--- src/logic/psom_pkg.sv ---
// Constants for the pin seven output multiplexer.
// Assumes an 8-bit register port and one 100 MHz core clock.
package psom_pkg;

  localparam int ADDR_W = 8;
  localparam int DATA_W = 8;
  localparam int RX_PORTS = 4;
  localparam int TX_PORTS = 2;
  localparam int REMOTE_PINS = 4;

  // Register offsets
  localparam logic [7:0] CTL_ADDR = 8'h17;
  localparam logic [7:0] STAT_ADDR = 8'h30;
  localparam logic [7:0] CTL_RESET = 8'h00;
  localparam logic [7:0] STAT_RESET = 8'h00;

  // Control field positions
  localparam int SEL_LSB = 5;
  localparam int SEL_MSB = 7;
  localparam int SRC_LSB = 2;
  localparam int SRC_MSB = 4;
  localparam int VAL_BIT = 1;
  localparam int EN_BIT = 0;

  // Status field positions
  localparam int STAT_OUT_BIT = 0;
  localparam int STAT_OE_BIT = 1;
  localparam int STAT_RSVD_BIT = 2;

  // Source group codes
  localparam logic [2:0] SRC_RX0 = 3'h0;
  localparam logic [2:0] SRC_RX3 = 3'h3;
  localparam logic [2:0] SRC_DEV = 3'h4;
  localparam logic [2:0] SRC_RSVD = 3'h5;
  localparam logic [2:0] SRC_TX0 = 3'h6;
  localparam logic [2:0] SRC_TX1 = 3'h7;

  // Receive port group selects
  localparam logic [2:0] SEL_RX_PIN3 = 3'h3;
  localparam logic [2:0] SEL_RX_LOCK = 3'h4;
  localparam logic [2:0] SEL_RX_PASS = 3'h5;
  localparam logic [2:0] SEL_RX_FV = 3'h6;
  localparam logic [2:0] SEL_RX_LV = 3'h7;

  // Device status group selects
  localparam logic [2:0] SEL_DEV_VAL = 3'h0;
  localparam logic [2:0] SEL_DEV_LOCK_OR = 3'h1;
  localparam logic [2:0] SEL_DEV_LOCK_AND = 3'h2;
  localparam logic [2:0] SEL_DEV_PASS_AND = 3'h3;
  localparam logic [2:0] SEL_DEV_FSYNC = 3'h4;

  // Transmit port group selects
  localparam logic [2:0] SEL_TX_PASS_AND = 3'h0;
  localparam logic [2:0] SEL_TX_PASS_OR = 3'h1;
  localparam logic [2:0] SEL_TX_FV = 3'h2;
  localparam logic [2:0] SEL_TX_LV = 3'h3;
  localparam logic [2:0] SEL_TX_SYNC = 3'h4;
  localparam logic [2:0] SEL_TX_IRQ = 3'h5;

  // Synchroniser depth in cycles
  localparam int SYNC_STAGES = 2;

endpackage

--- src/logic/psom_top.sv ---
// Output multiplexer and driver control for general pin seven.
// Assumes status inputs come from core-clock logic, remote pins are async.
`timescale 1ns/1ps
`default_nettype none
// What this block does
// - Decode source group from control bits 4:2
// - Select field 7:5 picks signal within group
// - Receive selects 0-3 forward remote pins
// - Receive selects 4-7: lock, pass, frame, line
// - Status: value, lock OR, lock AND, pass AND, frame sync
// - Transmit selects 0/1: pass AND / OR
// - Transmit line valid 3, frame valid 2
// - Transmit 4 synchronized, 5 interrupt, 6-7 reserved
// - Bit 1 drive value, bit 0 enable
// - Control register 0x17 resets to zero
module psom_top (
  input wire logic sys_clk,
  input wire logic srst,
  input wire logic [psom_pkg::ADDR_W-1:0] reg_addr,
  input wire logic [psom_pkg::DATA_W-1:0] reg_wdata,
  input wire logic reg_wr,
  input wire logic reg_rd,
  output logic [psom_pkg::DATA_W-1:0] reg_rdata,
  input wire logic [psom_pkg::RX_PORTS*psom_pkg::REMOTE_PINS-1:0] rx_remote_pins,
  input wire logic [psom_pkg::RX_PORTS-1:0] rx_lock,
  input wire logic [psom_pkg::RX_PORTS-1:0] rx_pass,
  input wire logic [psom_pkg::RX_PORTS-1:0] rx_frame_valid,
  input wire logic [psom_pkg::RX_PORTS-1:0] rx_line_valid,
  input wire logic [psom_pkg::RX_PORTS-1:0] rx_port_enable,
  input wire logic frame_sync_signal,
  input wire logic [psom_pkg::TX_PORTS*psom_pkg::RX_PORTS-1:0] tx_rx_map,
  input wire logic [psom_pkg::TX_PORTS-1:0] tx_frame_valid,
  input wire logic [psom_pkg::TX_PORTS-1:0] tx_line_valid,
  input wire logic [psom_pkg::TX_PORTS-1:0] tx_synchronized,
  input wire logic [psom_pkg::TX_PORTS-1:0] tx_interrupt,
  output logic general_pin_seven_out,
  output logic general_pin_seven_oe
);
  import psom_pkg::*;

  typedef struct packed {
    logic [DATA_W-1:0] ctl;
    logic pin_out;
    logic pin_oe;
    logic rsvd_sel;
    logic [DATA_W-1:0] rdata;
  } psom_state_s;

  psom_state_s st;
  psom_state_s next_st;

  logic [RX_PORTS*REMOTE_PINS-1:0] remote_sync;
  logic [2:0] pin_source_group;
  logic [2:0] pin_signal_select;
  logic pin_register_value;
  logic pin_output_drive_enable;
  logic [1:0] rx_idx;
  logic tx_idx;
  logic [RX_PORTS-1:0] tx_map_sel;
  logic [REMOTE_PINS-1:0] rx_pins_sel;
  logic mux_value;
  logic mux_rsvd;
  logic [DATA_W-1:0] stat_word;

  // Remote pins come over the link from another clock
  psom_sync #(
    .WIDTH(RX_PORTS*REMOTE_PINS)
  ) u_remote_sync (
    .sys_clk(sys_clk),
    .srst(srst),
    .async_in(rx_remote_pins),
    .sync_out(remote_sync)
  );

  // Control fields
  assign pin_source_group = st.ctl[SRC_MSB:SRC_LSB];
  assign pin_signal_select = st.ctl[SEL_MSB:SEL_LSB];
  assign pin_register_value = st.ctl[VAL_BIT];
  assign pin_output_drive_enable = st.ctl[EN_BIT];
  assign rx_idx = pin_source_group[1:0];
  assign tx_idx = pin_source_group[0];
  assign tx_map_sel = tx_rx_map[tx_idx*RX_PORTS +: RX_PORTS];
  assign rx_pins_sel = remote_sync[rx_idx*REMOTE_PINS +: REMOTE_PINS];

  // Signal multiplexer; reserved codes give low
  always_comb begin
    mux_value = 1'b0;
    mux_rsvd = 1'b0;
    if (pin_source_group <= SRC_RX3) begin
      if (pin_signal_select <= SEL_RX_PIN3) begin
        mux_value = rx_pins_sel[pin_signal_select[1:0]];
      end else begin
        unique case (pin_signal_select)
          SEL_RX_LOCK: mux_value = rx_lock[rx_idx];
          SEL_RX_PASS: mux_value = rx_pass[rx_idx];
          SEL_RX_FV: mux_value = rx_frame_valid[rx_idx];
          SEL_RX_LV: mux_value = rx_line_valid[rx_idx];
          default: mux_value = 1'b0;
        endcase
      end
    end else if (pin_source_group == SRC_DEV) begin
      unique case (pin_signal_select)
        SEL_DEV_VAL: mux_value = pin_register_value;
        SEL_DEV_LOCK_OR: mux_value = |(rx_lock & rx_port_enable);
        SEL_DEV_LOCK_AND: mux_value = &(rx_lock | ~rx_port_enable);
        SEL_DEV_PASS_AND: mux_value = &(rx_pass | ~rx_port_enable);
        SEL_DEV_FSYNC: mux_value = frame_sync_signal;
        default: mux_rsvd = 1'b1;
      endcase
    end else if (pin_source_group == SRC_RSVD) begin
      mux_rsvd = 1'b1;
    end else begin
      unique case (pin_signal_select)
        SEL_TX_PASS_AND: mux_value = &(rx_pass | ~tx_map_sel);
        SEL_TX_PASS_OR: mux_value = |(rx_pass & tx_map_sel);
        SEL_TX_FV: mux_value = tx_frame_valid[tx_idx];
        SEL_TX_LV: mux_value = tx_line_valid[tx_idx];
        SEL_TX_SYNC: mux_value = tx_synchronized[tx_idx];
        SEL_TX_IRQ: mux_value = tx_interrupt[tx_idx];
        default: mux_rsvd = 1'b1;
      endcase
    end
  end

  // Read view of the block's own state
  always_comb begin
    stat_word = STAT_RESET;
    stat_word[STAT_OUT_BIT] = st.pin_out;
    stat_word[STAT_OE_BIT] = st.pin_oe;
    stat_word[STAT_RSVD_BIT] = st.rsvd_sel;
  end

  // Next state: register writes, reads and the pin driver
  always_comb begin
    next_st = st;
    if (reg_wr && reg_addr == CTL_ADDR) begin
      next_st.ctl = reg_wdata;
    end
    next_st.rdata = '0;
    if (reg_rd) begin
      if (reg_addr == CTL_ADDR) begin
        next_st.rdata = st.ctl;
      end else if (reg_addr == STAT_ADDR) begin
        next_st.rdata = stat_word;
      end
    end
    next_st.pin_oe = pin_output_drive_enable;
    next_st.pin_out = mux_value & ~mux_rsvd;
    next_st.rsvd_sel = mux_rsvd;
  end

  always_ff @(posedge sys_clk) begin
    if (srst) begin
      st.ctl <= CTL_RESET;
      st.pin_out <= 1'b0;
      st.pin_oe <= 1'b0;
      st.rsvd_sel <= 1'b0;
      st.rdata <= '0;
    end else begin
      st <= next_st;
    end
  end

  assign reg_rdata = st.rdata;
  assign general_pin_seven_out = st.pin_out;
  assign general_pin_seven_oe = st.pin_oe;
endmodule
`default_nettype wire

--- src/logic/psom_sync.sv ---
// Two-flop synchroniser for a vector of asynchronous levels.
// Assumes each bit is an independent level; no word coherency.
`timescale 1ns/1ps
`default_nettype none
module psom_sync #(
  parameter int WIDTH = 16
) (
  input wire logic sys_clk,
  input wire logic srst,
  input wire logic [WIDTH-1:0] async_in,
  output logic [WIDTH-1:0] sync_out
);
  import psom_pkg::*;

  if (WIDTH < 1) begin : g_bad_width
    $error("psom_sync: WIDTH must be at least 1");
  end

  typedef struct packed {
    logic [WIDTH-1:0] meta;
    logic [WIDTH-1:0] stable;
  } psom_sync_s;

  psom_sync_s st;
  psom_sync_s next_st;

  // First stage is read only by the second stage
  always_comb begin
    next_st = st;
    next_st.meta = async_in;
    next_st.stable = st.meta;
  end

  always_ff @(posedge sys_clk) begin
    if (srst) begin
      st <= '0;
    end else begin
      st <= next_st;
    end
  end

  assign sync_out = st.stable;

endmodule
`default_nettype wire

--- config.mk ---
export PLATFORM = sky130hd
export DESIGN_NAME = psom_top
export DESIGN_NICKNAME = d
export VERILOG_FILES = /design/src/logic/psom_pkg.sv /design/src/logic/psom_top.sv /design/src/logic/psom_sync.sv
export SDC_FILE = /design/constraint.sdc
export NUM_CORES = 1
export LEC_CHECK = 0
export BUFFER_PORTS_ARGS = -buffer_cell sky130_fd_sc_hd__buf_4
export CAP_MARGIN = 20
export CORE_ASPECT_RATIO = 1.75
export CORE_MARGIN = 2
export CORE_UTILIZATION = 49
export CTS_CLUSTER_SIZE = 40
export DETAILED_ROUTE_END_ITERATION = 10
export GPL_TIMING_DRIVEN = 0
export MAX_ROUTING_LAYER = met4
export PLACE_DENSITY = 0.76
export RECOVER_POWER = 50
export SYNTH_ARGS = -nofsm -noshare
export SYNTH_HDL_FRONTEND = slang
export SYNTH_HIERARCHICAL = 1
export SYNTH_SLANG_ARGS = --single-unit
--- constraint.sdc ---
create_clock -name sys_clk -period 2.1 [get_ports sys_clk]
set_input_delay 0.21 -clock sys_clk [delete_from_list [all_inputs] [get_ports sys_clk]]
set_output_delay 0.21 -clock sys_clk [all_outputs]
set_load 0.02 [all_outputs]
Word-level counts from Yosys, hierarchy flattened
Cells that the tools add are included.
Operators by class
  $lt $le $gt $ge: 5
  eq/ne operators: 11
  shifts and indexed selects: 2
  multiplexer cells: 32
  bitwise logic cells: 10
  reduce and logical (&&, ||, !) cells: 10
Operators by type and width (count)
  two-way mux 1 bit: 22
  == test 3 bit, second input constant: 6
  variable part select 16 x 5 -> 4 bit: 1
  OR 4 bit: 3
  AND reduction 4 bit: 3
  binary-select mux 1 bit (select 2 bit): 5
  bitwise AND 4 bit: 2
  == test 8 x 5 -> 1 bit, second input constant: 1
  == test 8 x 6 -> 1 bit, second input constant: 1
  two-way mux 8 bit: 1
  NOT 4 bit: 2
  OR reduction 4 bit: 2
  variable part select 8 x 4 -> 4 bit: 1
  == test 3 x 2 -> 1 bit, second input constant: 2
  less-or-equal comparator 3 x 2 -> 1 bit, second input constant: 2
  less-than comparator 2 x 3 -> 1 bit, second input constant: 2
  case mux 1 bit (6 select lines): 1
  OR reduction 6 bit: 1
  case mux 1 bit (5 select lines): 1
  OR reduction 5 bit: 1
  case mux 1 bit (4 select lines): 1
  == test 3 x 1 -> 1 bit, second input constant: 1
  zero test 3 bit: 1
  two-way mux 3 bit: 1
  5 further kinds: 6
Word-level totals
  register bits: 51
  output and inout bits: 10

Logic depth before layout (Yosys ltp)
  depth after elaboration: 9
  mapped depth: 7
  gate-level depth less buffers: 5

Hierarchy
The synthesis kept the hierarchy.
By module, submodules not included
  psom_top: instances 1, cells an instance 150, area each 1378.8 um^2, seq. area each 380.4 um^2
  psom_sync: instances 1, cells an instance 67, area each 863.3 um^2, seq. area each 640.6 um^2

Worst setup path after synthesis
No wires, ideal clock.
  kind: register to register
  start: register st, in the netlist pin_source_group[0]
  end: register st, in the netlist general_pin_seven_out
  data arrival time: 1.337 ns
  data required time: 1.972 ns
  path slack: 0.636 ns
  stages on the path, launching flop included: 7
  clock period less this slack: 1.464 ns
  cell sequence: dfxtp_1 > buf_6 > mux4_1 > mux2i_1 > mux2i_1 > nand3_1 > nand4b_1
Between the ends
  cells in the longest elaborated chain, start to end: 9
  elaborated cells between the ends (all ways): 39
Ends and longest elaborated chain
  start, declared: RTL line psom_top.sv:49  | psom_state_s st;
  start signal, assigned: RTL line psom_top.sv:160  | st <= next_st;
  variable part select 8 x 4 -> 4 bit: RTL line psom_top.sv:82  | assign tx_map_sel = tx_rx_map[tx_idx*RX_PORTS +: RX_PORTS];
  NOT 4 bit: RTL line psom_top.sv:114  | SEL_TX_PASS_AND: mux_value = &(rx_pass | ~tx_map_sel);
  OR 4 bit: RTL line psom_top.sv:114
  AND reduction 4 bit: RTL line psom_top.sv:114
  case mux 1 bit (6 select lines): RTL line psom_top.sv:113  | unique case (pin_signal_select)
  two-way mux 1 bit: RTL line psom_top.sv:110  | end else if (pin_source_group == SRC_RSVD) begin
  two-way mux 1 bit: RTL line psom_top.sv:101  | end else if (pin_source_group == SRC_DEV) begin
  two-way mux 1 bit: RTL line psom_top.sv:89  | if (pin_source_group <= SRC_RX3) begin
  bitwise AND 1 bit (*): RTL line psom_top.sv:148  | next_st.pin_out = mux_value & ~mux_rsvd;
Every way passes the cells marked *; elsewhere a longest branch is shown, timed or not. The select of a mux whose other input is x is not followed.
A chain may end at the register's enable or synchronous reset.

Worst setup path after layout
Same ends and word-level chain as after synthesis.

==> impl_metrics.tcl <==
set metrics [dict create \
    status "complete, no violations" \
    path_buf_inv 2 \
    netlist_area_mm2 0.00224 \
    wirelength_mm 5.03 \
    synth_compound_area_share_pct 6.86 \
    root_buffer "clkbuf_8" \
    start_util_pct 50.9 \
    clk_pin_slew_ps 90 \
    timing.slew.headroom_pct 68.5 \
    numCtsBuffers 5 \
    clk_latency_ps 300 \
    startpoint_type "flop" \
    clkPwrFrac_pct 33.0 \
    core_mm2 0.00440 \
    end_kind "flop" \
    firstDrtPassIters 4 \
    syn_inst 217 \
    dr_wl_met2_mm 2.90 \
    grt_pass1_vias 1760 \
    internal_power_mw 1.39 \
    final_cell_area_mm2 0.00300 \
    path_delay_family "buffers and inverters" \
    wl_met1_mm 1.67 \
    holdBufCountCts 0 \
    synthSimpleGateAreaFrac_pct 22.9 \
    die_y_um 93.5 \
    path_cells "buf_6 > buf_2 > mux2i_1 > o22ai_1 > o21ai_0 > nand3_1 > nand4b_1" \
    diodes 0 \
    postCtsResizedCells 0 \
    track_usage_pct 21.3 \
    clock_skew_ps 6.07 \
    setup_violations 0 \
    dp_hpwl_mm 4.02 \
    grt_overflow_total 0 \
    antenna_found_initial 0 \
    synth-main-ff-cell "dfxtp_1" \
    die_x_um 55.1 \
    synth_fp_nets 290 \
    p_leak_nw 1.35 \
    fin_setup_tns_ps 0 \
    fin_cells 358 \
    p_sw_share_pct 21.7 \
    period_share_pct 86.3 \
    yosysTopAreaCellShare_pct 45.5 \
    cts_tree "built" \
    ys_seq_elements 51 \
    htreeDepth 2 \
    synth_fa_ha_area_share_pct 0 \
    cpPeakStageDelay_ps 350 \
    worst_slew_pin_slew_ps 472 \
    worst_ir_drop_vdd_mv 0.618 \
    io_buffers 82 \
    grt_pass1_wl_mm 7.56 \
    die-area_mm2 0.00515 \
    num_vias 1853 \
    synth_top_family_by_area "simple AND/OR/NAND/NOR gates" \
    yosys-top-cells-area "dfxtp_1, nor2b_1, mux2i_1, mux4_1, buf_4" \
    hold_viol_final 0 \
    drc_errors 0 \
    gp_congestion 0.884 \
    async_reset_ff_share_pct 0 \
    io_pins 83 \
    clk_path_buf_depth 2 \
    powerDensity_mw_per_mm2 592 \
    cp.arrival_ps 2000 \
    nets 379 \
    grt_setup_unrepaired "false" \
    fp-row-count 32 \
    critPathKind "reg -> reg" \
    cpMaxStageDelayCell "dfxtp_1" \
    min_period_ps 1810 \
    dr_wl_met3_um 283 \
    cts_setup_buffers 0 \
    yosysSeqAreaShare_pct 45.5 \
    cp.required_ps 2290 \
    areaGrowthSynthToFinish_pct 33.9 \
    cp_max_fo 10 \
    slew_violations 0 \
    top_layer_used "met4" \
    final_common_cell "buf_4" \
    cts_sinks 51 \
    seq_power_share_pct 56.4 \
    worst_hold_path_type "in -> reg" \
    synth.mux.area_fraction_pct 17.7 \
    placed_cells 350 \
    synthXorXnorAreaFrac_pct 0 \
    final_cell_mix "buf_4, dfxtp_1, nor2b_1, mux2i_1, nor2_1" \
    cap_violations 0 \
    switchingPower_uw 386 \
    synth_edf_count 0 \
    viasPerCell 5.18 \
    power.share.combinational_pct 10.6 \
    routedWlPerCell_um 14.1 \
    yosysWarnings 6 \
    placed_area_mm2 0.00292 \
    synth_area_leader_cell "dfxtp_1" \
    drive_above_1_share_pct 34.5 \
    ant_nets 0 \
    grt_max_degree 16 \
    fmax_ghz 0.552 \
    avgSynthCellArea_um2 10.3 \
    ys_types 34 \
    drt_iter0_drc 24 \
]
## power groups by stage
| stage | Clock, mW | Combinational (mW) | Sequential, mW |
|---|---|---|---|
| global placement | 0 | 0.192 | 1.02 |
| global route | 0.637 | 0.206 | 1.00 |
| CTS | 0.601 | 0.194 | 1.00 |
| finish | 0.586 | 0.189 | 1.00 |
| detailed placement | 0 | 0.194 | 1.02 |
| floorplan | 0 | 0.0678 | 1.02 |
## stage by stage
step | power, mW | hold WS, ps | setup slack [ps] | utilization (%)
CTS | 1.80 | 103 | 277 | 68.5
global route | 1.85 | 94.7 | 235 | 68.2
global placement | 1.21 | 416 | 307 | 66.3
floorplan | 1.09 | 282 | 636 | -
detailed placement | 1.22 | 423 | 304 | 66.3
finish | 1.78 | 109 | 287 | 68.2
## cell families after synthesis
family | count (synthesis)
and+or+nand+nor | 88
AOI/OAI and AO/OA | 22
muxes | 30
DFF | 51
buffers and inverters | 26
## cell usage after synthesis, drive strengths merged (2+ instances only)
cell     n
o21ai    4
nand3    4
nand4b   2
mux2i   24
mux4     6
clkbuf   2
o22ai    3
nor2b   40
buf     19
nand2    6
nor2    14
a22o     3
and2     5
nand3b   3
a22oi    4
inv      5
a31oi    2
dfxtp   51
nor4     4
nor3     4
nand4    2
## layer usage
metal  vias up  global-route usage, %
li1        926                      -
met1       835                   19.2
met2        78                   39.2
met3        14                   3.83
met4         0                   11.2
met5         -                      -
## sequential cells by signal, summed over array words and instances, names as in the netlist
| name | flops |
|---|---|
| general_pin_seven_out | 1 |
| st | 1 |
| reg_rdata | 8 |
| pin_register_value | 1 |
| general_pin_seven_oe | 1 |
| u_remote_sync/sync_out | 16 |
| u_remote_sync/next_st | 16 |
| pin_source_group | 3 |
| next_st | 1 |
| pin_signal_select | 3 |
## cell type report
class	instances	area, µm²
Timing Repair Buffer	82	612
Sequential cell	51	1020
Clock buffer	7	86.3
Multi-Input combinational cell	140	1070
Fill cell	394	1400
Tap cell	51	63.8
Inverter	5	18.8
Clock inverter	1	8.76
Buffer	21	125
## path summary, 6_finish.rpt
check	start	end	slack (ps)	cells past startpoint
hold reg to reg	u_remote_sync/next_st[9]$_SDFF_PP0_	u_remote_sync/sync_out[9]$_SDFF_PP0_	440	1
setup reg to reg	pin_source_group[0]$_SDFFE_PP0P_	general_pin_seven_out$_SDFF_PP0_	290	7
hold / removal	rx_remote_pins[11]	u_remote_sync/next_st[11]$_SDFF_PP0_	110	2
setup / recovery	pin_source_group[0]$_SDFFE_PP0P_	general_pin_seven_out$_SDFF_PP0_	290	7
Note: power is estimated with default switching activity, not from simulation.
